===== config.mk =====
export PLATFORM = sky130hd
export DESIGN_NAME = wdrt_top
export DESIGN_NICKNAME = d
export VERILOG_FILES = /design/src/design/wdrt_pkg.sv /design/src/design/wdrt_event_irq.sv /design/src/design/wdrt_sync_edge.sv /design/src/design/wdrt_top.sv
export VERILOG_INCLUDE_DIRS = /design/src /design/src/design
export SDC_FILE = /design/constraint.sdc
export NUM_CORES = 1
export LEC_CHECK = 0
export BUFFER_PORTS_ARGS = -buffer_cell sky130_fd_sc_hd__buf_2
export CAP_MARGIN = 20
export CELL_PAD_IN_SITES_DETAIL_PLACEMENT = 0
export CELL_PAD_IN_SITES_GLOBAL_PLACEMENT = 1
export CORE_UTILIZATION = 43
export DETAILED_ROUTE_END_ITERATION = 12
export HOLD_SLACK_MARGIN = 0.08
export PLACE_DENSITY = 0.8
export SLEW_MARGIN = 40
export SYNTH_ARGS = -nofsm -noshare
export SYNTH_HDL_FRONTEND = slang
export SYNTH_SLANG_ARGS = --single-unit

===== constraint.sdc =====
create_clock -name clock -period 2.3 [get_ports clock]
set_input_delay 0.345 -clock clock [delete_from_list [all_inputs] [get_ports clock]]
set_output_delay 0.345 -clock clock [all_outputs]
set_load 0.1 [all_outputs]

===== src/design/wdrt_defs.svh =====
/*
  Constants of the watchdog reset timer: register offsets, field positions,
  reset values and timing counts.
  Assumes an 8-bit register port and a 20 MHz bus clock.
*/
`ifndef WDRT_DEFS_SVH
`define WDRT_DEFS_SVH

// ----------------------------------------------------------------------
// register offsets
// ----------------------------------------------------------------------
`define WDRT_ADDR_OPT1   8'h00
`define WDRT_ADDR_OPT2   8'h01
`define WDRT_ADDR_CAUSE  8'h02
`define WDRT_ADDR_STAT   8'h03
`define WDRT_ADDR_MASK   8'h04

// ----------------------------------------------------------------------
// field positions
// ----------------------------------------------------------------------
`define WDRT_OPT1_EN_BIT   7
`define WDRT_OPT1_TO_BIT   6
`define WDRT_OPT2_CLK_BIT  7
`define WDRT_CAUSE_POR_BIT 7
`define WDRT_CAUSE_WD_BIT  5
`define WDRT_EV_TRIP_BIT   0
`define WDRT_EV_LOCK_BIT   1

// ----------------------------------------------------------------------
// reset values
// ----------------------------------------------------------------------
`define WDRT_OPT1_RST   8'hC0
`define WDRT_OPT2_RST   8'h00
`define WDRT_CAUSE_POR  8'h80
`define WDRT_CAUSE_WD   8'h20

// ----------------------------------------------------------------------
// timing: last counter value before overflow, and reset pulse length
// ----------------------------------------------------------------------
`define WDRT_LPO_SHORT_LAST 18'h0001F
`define WDRT_LPO_LONG_LAST  18'h000FF
`define WDRT_BUS_SHORT_LAST 18'h01FFF
`define WDRT_BUS_LONG_LAST  18'h3FFFF
`define WDRT_HOLD_LAST      3'h7
`define WDRT_LPO_PERIOD_NS  1000000

`endif


===== src/design/wdrt_pkg.sv =====
/*
  Types shared by the watchdog reset timer files.
  Assumes nothing of its surroundings.
*/
package wdrt_pkg;

  // run, or drive the system reset pulse
  typedef enum logic [0:0] {
    WDRT_RUN  = 1'b0,
    WDRT_HOLD = 1'b1
  } wdrt_state_t;

  typedef logic [17:0] wdrt_count_t;

endpackage


===== src/design/wdrt_event_irq.sv =====
/*
  Sticky event flags with write-one-to-clear, a mask, one level interrupt.
  Assumes set and clear strobes are single bus-clock pulses.
*/
`timescale 1ns/1ps
`default_nettype none

module wdrt_event_irq (
  input  wire logic       clock,
  input  wire logic       resetn,
  input  wire logic [1:0] ev_set,
  input  wire logic       stat_wr,
  input  wire logic       mask_wr,
  input  wire logic [1:0] wdata,
  output logic      [1:0] stat_q,
  output logic      [1:0] mask_q,
  output logic            irq
);

  // set wins over a clear in the same cycle so no event is lost
  for (genvar i = 0; i < 2; i++) begin : g_flag
    always_ff @(posedge clock or negedge resetn) begin
      if (!resetn) begin
        stat_q[i] <= 1'b0;
      end else if (ev_set[i]) begin
        stat_q[i] <= 1'b1;
      end else if (stat_wr && wdata[i]) begin
        stat_q[i] <= 1'b0;
      end
    end
  end

  // mask: a one lets the flag through
  always_ff @(posedge clock or negedge resetn) begin
    if (!resetn) begin
      mask_q <= 2'h0;
    end else if (mask_wr) begin
      mask_q <= wdata;
    end
  end

  assign irq = |(stat_q & mask_q);

endmodule

`default_nettype wire


===== src/design/wdrt_sync_edge.sv =====
/*
  Two-flop synchroniser for the low-power clock with a rising-edge pulse.
  Assumes the input toggles far slower than the bus clock.
*/
`timescale 1ns/1ps
`default_nettype none

module wdrt_sync_edge (
  input  wire logic clock,
  input  wire logic resetn,
  input  wire logic async_in,
  output logic      rise
);

  logic meta_q;
  logic sync_q;
  logic last_q;

  // first stage feeds only the second stage
  always_ff @(posedge clock or negedge resetn) begin
    if (!resetn) begin
      meta_q <= 1'b0;
      sync_q <= 1'b0;
      last_q <= 1'b0;
    end else begin
      meta_q <= async_in;
      sync_q <= meta_q;
      last_q <= sync_q;
    end
  end

  assign rise = sync_q & ~last_q;

endmodule

`default_nettype wire


===== src/design/wdrt_top.sv =====
/*
  Watchdog reset timer: write-once option registers, service address,
  overflow counter on bus clock or low-power clock, reset pulse generation,
  reset cause record and an event interrupt.
  Assumes an 8-bit register port with read data one cycle after the strobe,
  a slow low-power clock on lpo_clk, and stop and debug levels from the core.
*/
// Implementation choices: the address-and-strobe port and the register addresses.
// Operation
// - every reset sets watchdog enable bit
// - clearing enable stops counting and resets
// - service write clears counter, cause unchanged
// - overflow of enabled counter resets system
// - clock select zero low-power, one bus
// - timeout select picks short or long
// - defaults low-power clock and long timeout
// - option registers accept one write only
// - first option write clears the counter
// - debug halt holds the counter
// - bus clock stop freezes, then resumes
// - low-power clock stop zeroes counter
// - watchdog reset recorded in cause register
`timescale 1ns/1ps
`default_nettype none
`include "wdrt_defs.svh"

module wdrt_top #(
  parameter logic [17:0] BUS_SHORT_LAST = `WDRT_BUS_SHORT_LAST,
  parameter logic [17:0] BUS_LONG_LAST  = `WDRT_BUS_LONG_LAST
) (
  input  wire logic       clock,
  input  wire logic       resetn,
  input  wire logic [7:0] reg_addr,
  input  wire logic [7:0] reg_wdata,
  input  wire logic       reg_wr,
  input  wire logic       reg_rd,
  output logic      [7:0] reg_rdata,
  input  wire logic       lpo_clk,
  input  wire logic       stop_mode,
  input  wire logic       debug_halt,
  output logic            system_reset,
  output logic            irq
);

  // ----------------------------------------------------------------------
  // state
  // ----------------------------------------------------------------------
  wdrt_pkg::wdrt_state_t state_q;
  wdrt_pkg::wdrt_count_t count_q;
  wdrt_pkg::wdrt_count_t limit;
  logic [7:0]            opt1_q;
  logic [7:0]            opt2_q;
  logic [7:0]            cause_q;
  logic [7:0]            rdata_q;
  logic [2:0]            hold_q;
  logic                  opt1_lock_q;
  logic                  opt2_lock_q;
  logic                  run;
  logic                  enable;
  logic                  bus_sel;
  logic                  long_sel;
  logic                  lpo_rise;
  logic                  tick;
  logic                  wr_opt1;
  logic                  wr_opt2;
  logic                  first1;
  logic                  first2;
  logic                  service;
  logic                  clear_any;
  logic                  trip;
  logic                  refused;
  logic [1:0]            stat;
  logic [1:0]            mask;

  // ----------------------------------------------------------------------
  // decode
  // ----------------------------------------------------------------------
  // writes during the reset pulse are dropped: the system is in reset
  assign run      = (state_q == wdrt_pkg::WDRT_RUN);
  assign enable   = opt1_q[`WDRT_OPT1_EN_BIT];
  assign long_sel = opt1_q[`WDRT_OPT1_TO_BIT];
  assign bus_sel  = opt2_q[`WDRT_OPT2_CLK_BIT];
  assign wr_opt1  = run && reg_wr && (reg_addr == `WDRT_ADDR_OPT1);
  assign wr_opt2  = run && reg_wr && (reg_addr == `WDRT_ADDR_OPT2);
  assign first1   = wr_opt1 && !opt1_lock_q;
  assign first2   = wr_opt2 && !opt2_lock_q;
  assign refused  = (wr_opt1 && opt1_lock_q) || (wr_opt2 && opt2_lock_q);

  assign service  = run && reg_wr && (reg_addr == `WDRT_ADDR_CAUSE);

  assign clear_any = service || first1 || first2;

  // ----------------------------------------------------------------------
  // counting clock
  // ----------------------------------------------------------------------
  // the low-power clock is brought in through a synchroniser so the
  // counter and its clear live in one domain and no clear is missed
  wdrt_sync_edge u_lpo (
    .clock    (clock),
    .resetn   (resetn),
    .async_in (lpo_clk),
    .rise     (lpo_rise)
  );

  assign tick = bus_sel ? 1'b1 : lpo_rise;

  always_comb begin
    limit = `WDRT_LPO_LONG_LAST;
    unique case ({bus_sel, long_sel})
      2'b00: limit = `WDRT_LPO_SHORT_LAST;
      2'b01: limit = `WDRT_LPO_LONG_LAST;
      2'b10: limit = BUS_SHORT_LAST;
      2'b11: limit = BUS_LONG_LAST;
    endcase
  end

  // overflow when the last value sees one more tick
  assign trip = run && enable && tick && !clear_any && !stop_mode
                && !debug_halt && (count_q == limit);

  // ----------------------------------------------------------------------
  // watchdog counter
  // ----------------------------------------------------------------------
  // priority: reset pulse, disable, clears, stop, debug, count
  always_ff @(posedge clock or negedge resetn) begin
    if (!resetn) begin
      count_q <= 18'h00000;
    end else if (!run) begin
      count_q <= 18'h00000;
    end else if (!enable) begin
      count_q <= 18'h00000;
    // clear takes effect in the counting domain
    end else if (clear_any) begin
      count_q <= 18'h00000;
    end else if (stop_mode && !bus_sel) begin
      count_q <= 18'h00000;
    end else if (debug_halt) begin
      count_q <= count_q;
    end else if (stop_mode) begin
      count_q <= count_q;
    end else if (trip) begin
      count_q <= 18'h00000;
    end else if (tick) begin
      count_q <= count_q + 18'h00001;
    end
  end

  // ----------------------------------------------------------------------
  // reset pulse sequencer
  // ----------------------------------------------------------------------
  // the pulse is a fixed length so the system reset is always seen
  always_ff @(posedge clock or negedge resetn) begin
    if (!resetn) begin
      state_q <= wdrt_pkg::WDRT_RUN;
      hold_q  <= 3'h0;
    end else begin
      unique case (state_q)
        wdrt_pkg::WDRT_RUN: begin
          hold_q <= 3'h0;
          if (trip) begin
            state_q <= wdrt_pkg::WDRT_HOLD;
          end
        end
        wdrt_pkg::WDRT_HOLD: begin
          hold_q <= hold_q + 3'h1;
          if (hold_q == `WDRT_HOLD_LAST) begin
            state_q <= wdrt_pkg::WDRT_RUN;
          end
        end
      endcase
    end
  end

  assign system_reset = (state_q == wdrt_pkg::WDRT_HOLD);

  // ----------------------------------------------------------------------
  // option registers
  // ----------------------------------------------------------------------
  // any reset restores enable set
  always_ff @(posedge clock or negedge resetn) begin
    if (!resetn) begin
      opt1_q      <= `WDRT_OPT1_RST;
      opt1_lock_q <= 1'b0;
    end else if (!run) begin
      opt1_q      <= `WDRT_OPT1_RST;
      opt1_lock_q <= 1'b0;
    end else if (first1) begin
      opt1_q      <= reg_wdata & `WDRT_OPT1_RST;
      opt1_lock_q <= 1'b1;
    end
  end

  always_ff @(posedge clock or negedge resetn) begin
    if (!resetn) begin
      opt2_q      <= `WDRT_OPT2_RST;
      opt2_lock_q <= 1'b0;
    end else if (!run) begin
      opt2_q      <= `WDRT_OPT2_RST;
      opt2_lock_q <= 1'b0;
    end else if (first2) begin
      opt2_q      <= {reg_wdata[`WDRT_OPT2_CLK_BIT], 7'h00};
      opt2_lock_q <= 1'b1;
    end
  end

  // ----------------------------------------------------------------------
  // reset cause
  // ----------------------------------------------------------------------
  // watchdog trip replaces the cause
  // read-only: service writes to this address leave it untouched
  always_ff @(posedge clock or negedge resetn) begin
    if (!resetn) begin
      cause_q <= `WDRT_CAUSE_POR;
    end else if (trip) begin
      cause_q <= `WDRT_CAUSE_WD;
    end
  end

  // ----------------------------------------------------------------------
  // events and interrupt
  // ----------------------------------------------------------------------
  // flags survive the watchdog reset pulse so software can inspect them
  wdrt_event_irq u_irq (
    .clock   (clock),
    .resetn  (resetn),
    .ev_set  ({refused, trip}),
    .stat_wr (run && reg_wr && (reg_addr == `WDRT_ADDR_STAT)),
    .mask_wr (run && reg_wr && (reg_addr == `WDRT_ADDR_MASK)),
    .wdata   (reg_wdata[1:0]),
    .stat_q  (stat),
    .mask_q  (mask),
    .irq     (irq)
  );

  // ----------------------------------------------------------------------
  // read port
  // ----------------------------------------------------------------------
  // data stands one cycle after the strobe, zero otherwise and unmapped
  always_ff @(posedge clock or negedge resetn) begin
    if (!resetn) begin
      rdata_q <= 8'h00;
    end else if (reg_rd) begin
      unique case (reg_addr)
        `WDRT_ADDR_OPT1:  rdata_q <= opt1_q;
        `WDRT_ADDR_OPT2:  rdata_q <= opt2_q;
        `WDRT_ADDR_CAUSE: rdata_q <= cause_q;
        `WDRT_ADDR_STAT:  rdata_q <= {6'h00, stat};
        `WDRT_ADDR_MASK:  rdata_q <= {6'h00, mask};
        default:          rdata_q <= 8'h00;
      endcase
    end else begin
      rdata_q <= 8'h00;
    end
  end

  assign reg_rdata = rdata_q;
endmodule

`default_nettype wire


# After elaboration in Yosys (flattened, before gate mapping)
# Index checks and enable logic that the tools add are counted.
[word_totals] regBits=57 latchBits=0 mem_bits_rw=0 mem_bits_ro=0 inputBits=23 mem_count=0
[op_classes] n_addsub=2 n_mul=0 n_div=0 n_lt_le_gt_ge=0 eq_ne=12 n_shift=0 muxes=28 bitwise=4 n_reduce_logical=36
[ops] cell="two-way mux 18 bit" n=8
[ops] cell="case mux 18 bit (4 select lines)" n=1
[ops] cell="two-way mux 8 bit" n=5
[ops] cell="case mux 8 bit (5 select lines)" n=1
[ops] cell="logical AND 1 bit" n=19
[ops] cell="adder 18 x 1 -> 18 bit (second input constant)" n=1
[ops] cell="== test 18 bit" n=1
[ops] cell="== test 8 x 2 -> 1 bit (second input constant)" n=2
[ops] cell="two-way mux 1 bit" n=11
[ops] cell="!= test 5 x 3 -> 1 bit (second input constant)" n=2
[ops] cell="== test 8 x 1 -> 1 bit (second input constant)" n=1
[ops] cell="== test 8 x 3 -> 1 bit (second input constant)" n=1
[ops] cell="zero test 8 bit" n=1
[ops] cell="nonzero test 2 bit" n=4
[ops] cell="zero test 1 bit" n=6
[ops] cell="!= test 6 x 2 -> 1 bit (second input constant)" n=1
[ops] cell="case mux 3 bit (2 select lines)" n=1
[ops] cell="== test 2 bit (second input constant)" n=2
[ops] cell="adder 3 x 1 -> 3 bit (second input constant)" n=1
[ops] cell="== test 3 bit (second input constant)" n=1
[ops] cell="logical OR 1 bit" n=3
[ops] cell="AND reduction 3 bit" n=1
[ops] cell="bitwise AND 2 bit" n=1
[ops] cell="== test 2 x 1 -> 1 bit (second input constant)" n=1
[ops] cell="5 further kinds" n=6

# Logic depth before layout (Yosys ltp)
# Gate-level depths: netlist (run 1).
[logic_depth] depth_word=18 mapped_depth=8 ltp_nobuf=6

# Modules after synthesis
# A second synthesis (run 1) with hierarchy kept.
[hier_totals] cells_unflattened=222 hier_area_um2=2118.3
[modules_own_cells] mod="wdrt_top" n_inst=1 cells_each=207 area_per_inst_um2=1868.0 seq_area_each_um2=854.6
[modules_own_cells] mod="wdrt_event_irq" n_inst=1 cells_each=11 area_per_inst_um2=161.4 seq_area_each_um2=100.1
[modules_own_cells] mod="wdrt_sync_edge" n_inst=1 cells_each=4 area_per_inst_um2=88.8 seq_area_each_um2=75.1

# Least setup slack after synthesis (run 1)
# Ideal clock, no wire load.
[synth_timing] path_kind="register to register" from="reg state_q, in the netlist system_reset" to="reg cause_q[5]" setup_ns=0.124 arrival_ns=2.246 required_ns=2.176 setup_slack_ns=-0.070 stages_incl_launch_ff=7 n_path_buf=1 synth_period_minus_slack_ns=2.370 cell_sequence="dfrtp_1 or4b_1 a2111oi_4 or2_2 buf_6 nor2_2 or2_1"
[synth_via] elab_chain_len=11 elab_cells_between_ends=16
[synth_rtl] item="start: declaration" line="wdrt_top.sv:48" text="wdrt_pkg::wdrt_state_t state_q;"
[synth_rtl] item="start signal: assignment" line="wdrt_top.sv:154" text="state_q <= wdrt_pkg::WDRT_RUN;"
[synth_rtl] item="start signal: assignment" line="wdrt_top.sv:161" text="state_q <= wdrt_pkg::WDRT_HOLD;"
[synth_rtl] item="start signal: assignment" line="wdrt_top.sv:167" text="state_q <= wdrt_pkg::WDRT_RUN;"
[synth_rtl] item="inverter 1 bit *"
[synth_rtl] item="logical AND 1 bit" line="wdrt_top.sv:83, wdrt_top.sv:84, wdrt_top.sv:89"
[synth_rtl] item="logical AND 1 bit" line="wdrt_top.sv:83" text="assign wr_opt1 = run && reg_wr && (reg_addr == `WDRT_ADDR_OPT1);"
[synth_rtl] item="logical AND 1 bit" line="wdrt_top.sv:85" text="assign first1 = wr_opt1 && !opt1_lock_q;"
[synth_rtl] item="logical OR 1 bit (2 in a row)" line="wdrt_top.sv:91" text="assign clear_any = service || first1 || first2;"
[synth_rtl] item="zero test 1 bit" line="wdrt_top.sv:118" text="assign trip = run && enable && tick && !clear_any && !stop_mode"
[synth_rtl] item="logical AND 1 bit * (2 in a row)" line="wdrt_top.sv:118"
[synth_rtl] item="logical AND 1 bit * (2 in a row)" line="wdrt_top.sv:119" text="&& !debug_halt && (count_q == limit);"
[synth_rtl] item="end signal: assignment" line="wdrt_top.sv:213" text="cause_q <= `WDRT_CAUSE_POR;"
[synth_rtl] item="end signal: assignment" line="wdrt_top.sv:215" text="cause_q <= `WDRT_CAUSE_WD;"
[synth_rtl] item="end: declaration" line="wdrt_top.sv:53" text="logic [7:0] cause_q;"
# Mark *: on every way between the ends. The rest lies on a longest branch, timed or not.
# A chain may end at the register's enable or synchronous reset.

# Worst setup path after layout (run 1)
[layout_timing] from="reg count_q[0]" to="reg count_q[16]"
[layout_via] elab_chain_len=9 elab_cells_between_ends=13
[layout_rtl] item="start: declaration" line="wdrt_top.sv:49" text="wdrt_pkg::wdrt_count_t count_q;"
[layout_rtl] item="start signal: assignment" line="wdrt_top.sv:138" text="count_q <= count_q;"
[layout_rtl] item="start signal: assignment" line="wdrt_top.sv:140" text="count_q <= count_q;"
[layout_rtl] item="start signal: assignment" line="wdrt_top.sv:144" text="count_q <= count_q + 18'h00001;"
[layout_rtl] item="adder 18 x 1 -> 18 bit / == test 18 bit (equally long branches)" line="wdrt_top.sv:144, wdrt_top.sv:119"
[layout_rtl] item="two-way mux 18 bit / logical AND 1 bit (equally long branches)" line="wdrt_top.sv:143, wdrt_top.sv:119"
[layout_rtl] item="two-way mux 18 bit" line="wdrt_top.sv:141" text="end else if (trip) begin"
[layout_rtl] item="two-way mux 18 bit" line="wdrt_top.sv:139" text="end else if (stop_mode) begin"
[layout_rtl] item="two-way mux 18 bit" line="wdrt_top.sv:137" text="end else if (debug_halt) begin"
[layout_rtl] item="two-way mux 18 bit" line="wdrt_top.sv:135" text="end else if (stop_mode && !bus_sel) begin"
[layout_rtl] item="two-way mux 18 bit" line="wdrt_top.sv:133" text="end else if (clear_any) begin"
[layout_rtl] item="two-way mux 18 bit" line="wdrt_top.sv:130" text="end else if (!enable) begin"
[layout_rtl] item="two-way mux 18 bit" line="wdrt_top.sv:128" text="end else if (!run) begin"
# Several ways; a longest one is shown, not always the timed one. The select of a mux whose other input is x is not followed.

==> impl_metrics.tcl, run 1 <==
set metrics [dict create \
    viasPerCell 5.55 \
    die_x_um 74.4 \
    place.detailed.hpwl_mm 3.42 \
    fillers 473 \
    insertedDiodeCount 0 \
    synthesis.instances 234 \
    synth-edff-count 0 \
    number_of_antenna_violations_at_the_first_check_in_global_routing 0 \
    finish.net_count 292 \
    crit_path_top_delay_cell "or4_1" \
    worstSetupPathType "reg2reg" \
    rsz0062_at_grt "false" \
    worstPathArrival_ns 2.23 \
    synth_area_leaders "dfrtp_1 (42%), nand3_1 (4.7%), nand2_1 (4.3%)" \
    dominantRegCellSynth "dfrtp_1" \
    crit_chain "ha_1 > nand4_1 > or2_2 > or4_1 > o311ai_1" \
    avgRoutedWirePerCell_um 14.4 \
    cap_violations 0 \
    groute.usage.overall_pct 20.7 \
    ys_async_sr_fraction_pct 100 \
    floorplan.io_pins 33 \
    synth_area_leader_cell "dfrtp_1" \
    worst_pin_slew_ns 0.589 \
    count_of_final_setup_violators 0 \
    synth_compound_area_share_pct 13.6 \
    largest_family_of_logic_cells_by_synthesized_area "simple AND/OR/NAND/NOR gates" \
    finalCriticalPeriod_ns 2.03 \
    io_buffers 25 \
    cell_area_after_synthesis_sq_um 2250 \
    first_global_vias 1769 \
    drive_gt1_share_pct 24.3 \
    clk_path_buf_depth 2 \
    route.antenna.remaining_nets 0 \
    drt_wl_total_mm 4.82 \
    placement.cell_area_sq_um 2490 \
    timing.critical_path.fanout_max 6 \
    yosys.cell_count.top_type "dfrtp_1" \
    cts_tree "built" \
    detailroute.via_count 1855 \
    grt_first_pass_wirelength_mm 8.58 \
    worstSkewPairLatency_ns 0.30 \
    root_buffer "clkbuf_8" \
    crit_path_start_kind "flip-flop" \
    stdcell_area_sq_um 2590 \
    initial_core_utilization_pct 46.2 \
    tcrit_tclk_final_pct 88.4 \
    critical_path.max_stage_delay_ns 0.44 \
    synth.cells.most_frequent "dfrtp_1 (38), nand2_1 (26), nand3_1 (21)" \
    synth-warning-count 0 \
    timing.final.max_slew_violations 0 \
    core_region_area_sq_um 4880 \
    fp.dieArea_sq_um 5530 \
    power.static_leakage_uw 0.00115 \
    synth.area.mux_share_pct 3.66 \
    endpoint_kind "flip-flop" \
    htreeDepth 2 \
    layout_overhead_on_the_synthesized_area_pct 14.8 \
    numClockSinks 41 \
    overflow 0 \
    fin_skew_ns 0.00856 \
    crit_required_ns 2.50 \
    maxSlewHeadroom_pct 60.8 \
    post_cts.resized_instances 0 \
    detailedRoute.firstIterationViolations 103 \
    detail_route.drc_violations 0 \
    timing.hold.worst.class "in2reg" \
    cts_hold_buffers 1 \
    run_status "finished, final reports clean" \
    synth_largest_type_area_fraction_pct 42.2 \
    synth-seq-cells 41 \
    post_synth.cell_area_avg_sq_um 9.63 \
    drt_pass1_iterations 4 \
    row_count 25 \
    chipHeight_um 74.4 \
    hold_viol 0 \
    cts_made_buffers 5 \
    clkTransAtPathRegs_ns 0.08 \
    power.ir.vdd_worst_uv 334 \
    grt_max_degree 26 \
    cts_setup_buffers 0 \
    yosys.area_share.adder_pct 1.67 \
    place_congestion 0.772 \
    synth-seq-area-share_pct 45.7 \
    achievable-frequency_ghz 0.492 \
    power_density_nw_per_um2 519 \
    synth_xor_area_share_pct 0.389 \
    setup_total_negative_slack_ns 0 \
    synthSimpleGateAreaFrac_pct 28.9 \
    synth_cell_type_count 53 \
]
-- logic make-up after synthesis --
group                      Yosys count
DFF                                 41
AOI/OAI and AO/OA                   41
buffers and inverters               24
muxes                                8
adders and majority gates            3
xor gates and xnor gates             1
and+or+nand+nor                    115
other                                1
-- per-layer routing --
layer	wire (um)	global-route usage [%]	vias up
li1	-	-	926
met2	2130	31.0	36
met3	179	4.20	7
met5	0	0	-
met1	2420	29.4	886
met4	89	8.18	0
-- cells in the final DEF (no fill, tap or decap), drive strengths merged, types with 4 or more instances in the layout --
master and n:
nor2 16, clkbuf 5, a31oi 6, inv 8, a21oi 5, buf 38
nand2 27, or4 5, or3 7, nand4 15, and4 4, nor2b 5
mux2i 6, dfrtp 38, or2 4, o21ai 9, nand3 21, a22oi 4
-- layout make-up --
type / instances / area (sq um) / share of cell area, %
Timing Repair Buffer: 39 / 258 / 9.96
Sequential cell: 41 / 1030 / 39.8
Multi-Input combinational cell: 171 / 1100 / 42.5
Tap cell: 67 / 83.8 / 3.24
Inverter: 8 / 30.0 / 1.16
Clock inverter: 3 / 17.5 / 0.677
Clock buffer: 5 / 68.8 / 2.66
-- report_power, final --
group / switching (uW) / internal [uW] / leakage, uW
logic: 83.7 / 42.7 / 0.000555
registers: 8.68 / 731 / 0.000552
clock network: 267 / 210 / 0.0000439
total: 360 / 984 / 0.00115
-- registers in the layout, summed over array words and instances, names as in the netlist, 2 cells and up --
name / cells
reg_rdata: 5
hold_q: 3
cause_q: 2
u_irq.stat_q: 2
count_q: 18
u_irq.mask_q: 2
opt1_q: 2
-- worst max-delay path, delay by kind of cell, from the launching register on --
family	cells	cell delay, ns
compound gates	1	0.24
flops	1	0.43
fa+ha+maj	1	0.25
simple gates	3	1.02
-- worst paths after layout --
path                         startpoint      endpoint  slack, ns  depth (start not counted)
max                          count_q[0]   count_q[16]       0.27                          5
min                             lpo_clk  u_lpo.meta_q       0.14                          1
max reg2reg                  count_q[0]   count_q[16]       0.27                          5
min reg2reg                u_lpo.meta_q  u_lpo.sync_q       0.36                          0
max in group asynchronous        resetn    cause_q[7]       1.15                          3
min in group asynchronous        resetn   opt1_lock_q       0.57                          2
-- metrics by stage --
step                      instances  power (uW)  setup WS (ns)  util, %  hold slack [ns]
after floorplan                 236         832          0.151        -           0.0494
after global placement          325         880          0.185     51.1            0.346
after detailed placement        325         881          0.191     51.1            0.346
after CTS                       334        1360          0.282     53.0            0.135
after global routing            334        1390          0.159     53.0            0.138
final                           334        1340          0.267     53.0            0.144
Note: power is estimated with default switching activity, not from simulation.
==> run 2: changes to the inputs <==
- CORE_MARGIN: unset -> 2
==> run 2 against run 1 <==
  * Final cell count rose by 1.5%
  * Via count is 1.9% higher
  * Clock skew is 0.0030 ns lower
  * Routed wire length grew 1.4%
  * Sequential power hardly changed
  * First-iteration DRC count is the same
  * Critical path type unchanged
  * Largest cell class unchanged
  * Largest power group unchanged
==> impl_metrics.tcl, run 2 (same netlist as run 1, synthesis figures left out) <==
set metrics [dict create \
    place.detailed.hpwl_mm 3.48 \
    timing.hold.worst.class "in2async" \
    initial_core_utilization_pct 44.4 \
    setup_total_negative_slack_ns 0 \
    rsz0062_at_grt "false" \
    max_ffs_per_register 18 \
    drt_pass1_iterations 4 \
    final_core_util_pct 51.1 \
    clk_path_buf_depth 2 \
    numClockSinks 41 \
    drt_wl_total_mm 4.88 \
    hold_viol 0 \
    insertedDiodeCount 0 \
    place_congestion 0.746 \
    multi_input_comb_area_sq_um 1100 \
    r2r_cells 5 \
    count_of_final_setup_violators 0 \
    number_of_antenna_violations_at_the_first_check_in_global_routing 0 \
    fp.dieArea_sq_um 5840 \
    met1_length_mm 2.41 \
    route.antenna.remaining_nets 0 \
    grt_first_pass_wirelength_mm 8.51 \
    worst_pin_slew_ns 0.529 \
    io_buffers 25 \
    timing.final.max_slew_violations 0 \
    timing.critical_path.fanout_max 6 \
    htreeDepth 2 \
    power.static_leakage_uw 0.00115 \
    die_x_um 76.4 \
    seq_area_sq_um 1030 \
    crit_required_ns 2.50 \
    met2_wirelength_mm 2.27 \
    dp_worst_setup_slack_ns 0.165 \
    power_density_nw_per_um2 515 \
    setup.worst_path.end "count_q[16]" \
    fillers 500 \
    avgRoutedWirePerCell_um 14.4 \
    top_signal_layer_used "met4" \
    cts_setup_buffers 0 \
    run_status "finished, final reports clean" \
    worstReg2RegEnd "count_q[16]" \
    setup.worst_path.start "count_q[0]" \
    viasPerCell 5.58 \
    layout_common_cells "dfrtp_1 (37), nand2_1 (26), buf_2 (25)" \
    row_count 26 \
    endpoint_kind "flip-flop" \
    worstSkewPairLatency_ns 0.30 \
    root_buffer "clkbuf_8" \
    finish.net_count 294 \
    cap_violations 0 \
    detailedRoute.firstIterationViolations 103 \
    finalCriticalPeriod_ns 2.03 \
    chipHeight_um 76.4 \
    worstSetupPathType "reg2reg" \
    route.met3.wl_um 151 \
    dpl.cell_count 331 \
    cts_made_buffers 5 \
    post_cts.resized_instances 0 \
    grt_max_degree 42 \
    detail_route.drc_violations 0 \
    cts_hold_buffers 0 \
    largest-register "count_q" \
    clkTransAtPathRegs_ns 0.08 \
    achievable-frequency_ghz 0.492 \
    tcrit_tclk_final_pct 88.3 \
    crit_path_start_kind "flip-flop" \
    cts_tree "built" \
    overflow 0 \
    worst-r2r-setup-slack_ns 0.27 \
    maxSlewHeadroom_pct 64.8 \
    layout.cells.non_filler 339 \
    floorplan.io_pins 33 \
    power.ir.vdd_worst_uv 427 \
    core_region_area_sq_um 5070 \
    r2r-start "count_q[0]" \
    layout_overhead_on_the_synthesized_area_pct 15.0 \
    first_global_vias 1739 \
    mostFrequentLayoutCell "dfrtp_1" \
    drive_gt1_share_pct 24.9 \
    detailroute.via_count 1891 \
    groute.usage.overall_pct 18.1 \
    fin_skew_ns 0.00555 \
    final.setup.worst_slack_ns 0.269 \
    worstPathArrival_ns 2.24 \
]
[run 2: final cells by class]
type,count,area share (%)
clock buffer,6,2.80
sequential,41,39.8
tap,70,3.38
clock inverter,2,0.579
inverter,8,1.16
multi-input combinational,171,42.4
timing repair buffer,41,9.94
[run 2: power breakdown]
part / switching [uW] / leakage (uW) / internal (uW) / total (uW)
sequential: 9.06 / 0.000552 / 731 / 740
clock: 256 / 0.0000374 / 214 / 470
combinational: 84.6 / 0.000562 / 40.6 / 125
[run 2: per-stage QoR]
step | cell area (sq um) | power (uW) | hold slack (ns)
3_5_place_dp | 2500 | 881 | 0.351
3_3_place_gp | 2500 | 879 | 0.358
2_1_floorplan | 2260 | 832 | 0.0494
6_report | 2590 | 1340 | 0.109
4_1_cts | 2590 | 1350 | 0.123
5_1_grt | 2590 | 1390 | 0.135
[run 2: worst min-delay path by stage]
stage / start / to
global route: lpo_clk / u_lpo.meta_q
detailed placement: u_lpo.meta_q / u_lpo.sync_q
finish: resetn / hold_q[1]
floorplan: resetn / cause_q[5]
CTS: resetn / hold_q[1]
global placement: u_lpo.meta_q / u_lpo.sync_q
[run 2: worst max-delay path, stage by stage, from the launching register on]
cell and delay, ns:
dfrtp_1 0.44, ha_1 0.24, nand4_1 0.20, or2_2 0.39, or4_1 0.43, o311ai_1 0.24
[run 2: layer usage]
layer  vias to the layer above  track usage [%]
met3                         4             3.55
met1                       924             25.2
li1                        934                -
met4                         0             6.00
met5                         -                0
met2                        29             28.4
==> run 3: changes to the inputs <==
- PLACE_DENSITY: 0.8 -> 0.81
- SYNTH_HIERARCHICAL: unset -> 1
==> run 3 against run 2 <==
  * Die area shrank 5.7%
  * Sequential power is essentially flat
  * Non-clock buffer count grew 4
  * Clock skew shrank 0.00087 ns
  * Sequential share of layout area grew 0.56 points
  * Fmax shrank 2.8%
  * Worst hold slack gained 0.042 ns
  * Final cell count shrank 1.5%
  * Core utilization grew 3.0 points
  * Register-to-register slack lost 0.05 ns
  * Flip-flop and latch count is the same
  * Critical path type is now in2reg
  * Critical endpoint is now count_q[12]
  * Largest cell class is now flip-flops and latches
  * Highest routed layer unchanged
==> impl_metrics.tcl, run 3 <==
set metrics [dict create \
    finish.net_count 292 \
    detail_route.drc_violations 0 \
    count_of_final_setup_violators 0 \
    synth.cells.most_frequent "dfrtp_1 (38), nand2_1 (26), nor2_1 (20)" \
    synth-seq-cells 41 \
    synthesis.instances 222 \
    dpl.cell_count 325 \
    layout_overhead_on_the_synthesized_area_pct 20.7 \
    grt_first_pass_wirelength_mm 8.20 \
    groute.usage.overall_pct 19.9 \
    drive_gt1_share_pct 24.7 \
    chipHeight_um 74.2 \
    first_global_vias 1735 \
    synth_area_leader_cell "dfrtp_1" \
    ys_async_sr_fraction_pct 100 \
    clk_path_buf_depth 2 \
    route.antenna.remaining_nets 0 \
    io_buffers 25 \
    synth-warning-count 6 \
    viasPerCell 5.24 \
    place.detailed.hpwl_mm 3.56 \
    cts_tree "built" \
    tcrit_tclk_final_pct 90.9 \
    number_of_antenna_violations_at_the_first_check_in_global_routing 0 \
    finalCriticalPeriod_ns 2.09 \
    overflow 0 \
    dominantRegCellSynth "dfrtp_1" \
    cts_made_buffers 5 \
    setup.worst_path.start "reg_addr[5]" \
    fp.dieArea_sq_um 5500 \
    cts_setup_buffers 0 \
    layout_common_cells "dfrtp_1 (37), nand2_1 (25), buf_2 (25)" \
    final_core_util_pct 54.1 \
    drt_pass1_iterations 5 \
    holdCritStartpoint "lpo_clk" \
    detailroute.via_count 1750 \
    power_density_nw_per_um2 563 \
    power.ir.vdd_worst_uv 360 \
    hold_viol 0 \
    cap_violations 0 \
    clkTransAtPathRegs_ns 0.07 \
    run_status "finished, final reports clean" \
    insertedDiodeCount 0 \
    avgRoutedWirePerCell_um 14.1 \
    die_x_um 74.2 \
    synth_cell_type_count 52 \
    synth-seq-area-share_pct 48.6 \
    numClockSinks 41 \
    yosys.cell_count.top_type "dfrtp_1" \
    max_ffs_per_register 18 \
    stdcell_area_sq_um 2560 \
    detailedRoute.firstIterationViolations 76 \
    r2r-start "count_q[0]" \
    initial_core_utilization_pct 44.8 \
    crit_path_start_kind "input port" \
    worstPathArrival_ns 2.26 \
    place_congestion 0.804 \
    cell_area_after_synthesis_sq_um 2120 \
    fin_skew_ns 0.00468 \
    rsz0062_at_grt "false" \
    htreeDepth 2 \
    fillers 450 \
    achievable-frequency_ghz 0.479 \
    mostFrequentLayoutCell "dfrtp_1" \
    power.static_leakage_uw 0.00117 \
    worstSetupPathType "in2reg" \
    crit_required_ns 2.47 \
    synth_largest_type_area_fraction_pct 44.9 \
    post_synth.cell_area_avg_sq_um 9.54 \
    dp_worst_setup_slack_ns -0.161 \
    layout.cells.non_filler 334 \
    worstSkewPairLatency_ns 0.29 \
    synth-edff-count 0 \
    timing.hold.worst.class "in2reg" \
    endpoint_kind "flip-flop" \
    final.setup.worst_slack_ns 0.210 \
    root_buffer "clkbuf_8" \
    drt_wl_total_mm 4.72 \
    synth_area_leaders "dfrtp_1 (45%), nand2_1 (4.6%), dfstp_2 (3.7%)" \
    placement.cell_area_sq_um 2430 \
    row_count 25 \
    floorplan.io_pins 33 \
    holdWs_ns 0.151 \
    timing.critical_path.fanout_max 10 \
    core_region_area_sq_um 4720 \
    grt_max_degree 23 \
    timing.final.max_slew_violations 0 \
    largest-register "count_q" \
]
[run 3: per-stage QoR]
| step | TNS [ns] | power [uW] |
|---|---|---|
| 3_5_place_dp | -1.22 | 889 |
| 5_1_grt | 0 | 1500 |
| 3_3_place_gp | -0.772 | 887 |
| 2_1_floorplan | 0 | 832 |
| 6_report | 0 | 1440 |
| 4_1_cts | 0 | 1460 |
[run 3: logic make-up after synthesis]
kind of cell | share of synthesized area, %
simple gates | 23.6
buf+inv | 4.49
mux | 4.31
fa+ha+maj | 1.77
compound gates | 15.4
flops | 48.6
other cells | 0.177
xor+xnor | 1.65
[run 3: repair_timing]
action                                  4_1_cts  5_1_grt
endpoints found under the hold margin        19        0
hold buffers                                  1        0
endpoints found under the setup margin        1       11
gates resized for setup                       1        2
[run 3: routing by layer]
metal  up-vias  wire length, um  global-route usage [%]
li1        886                -                       -
met1       839             2370                    28.3
met2        21             2150                    29.9
met3         4              144                    4.47
met4         0               58                    6.87
met5         -                0                       0
[run 3: path summary, 6_finish.rpt]
kind | slack, ns | cells past startpoint | end
min in group asynchronous | 0.55 | 2 | hold_q[0]
worst max register to register | 0.22 | 7 | count_q[12]
max in group asynchronous | 1.20 | 3 | cause_q[7]
worst min-delay path | 0.15 | 1 | u_lpo/meta_q
worst min register to register | 0.35 | 0 | u_lpo/sync_q
worst max-delay path | 0.21 | 8 | count_q[12]
[run 3: final cells by class]
class	instances	area (sq um)	area share (%)
timing repair buffer	45	290	11.4
clock buffer	6	72.6	2.84
multi-input combinational	165	1010	39.6
tap	67	83.8	3.28
inverter	8	30.0	1.17
sequential	41	1030	40.3
clock inverter	2	35.0	1.37
[run 3: power by group]
| group | internal, uW | total, uW | switching [uW] | leakage [uW] |
|---|---|---|---|---|
| clock network | 322 | 562 | 241 | 0.0000552 |
| logic | 48.9 | 138 | 89.0 | 0.000566 |
| registers | 731 | 740 | 8.56 | 0.000553 |
| total | 1100 | 1440 | 338 | 0.00117 |
[run 3: worst max-delay path, cell delays in order]
cell and delay, ns:
buf_2 0.09, or4_4 0.52, or4_4 0.52, o21ai_1 0.23, buf_4 0.23, a21oi_1 0.05
o21ai_0 0.18, o41ai_1 0.10
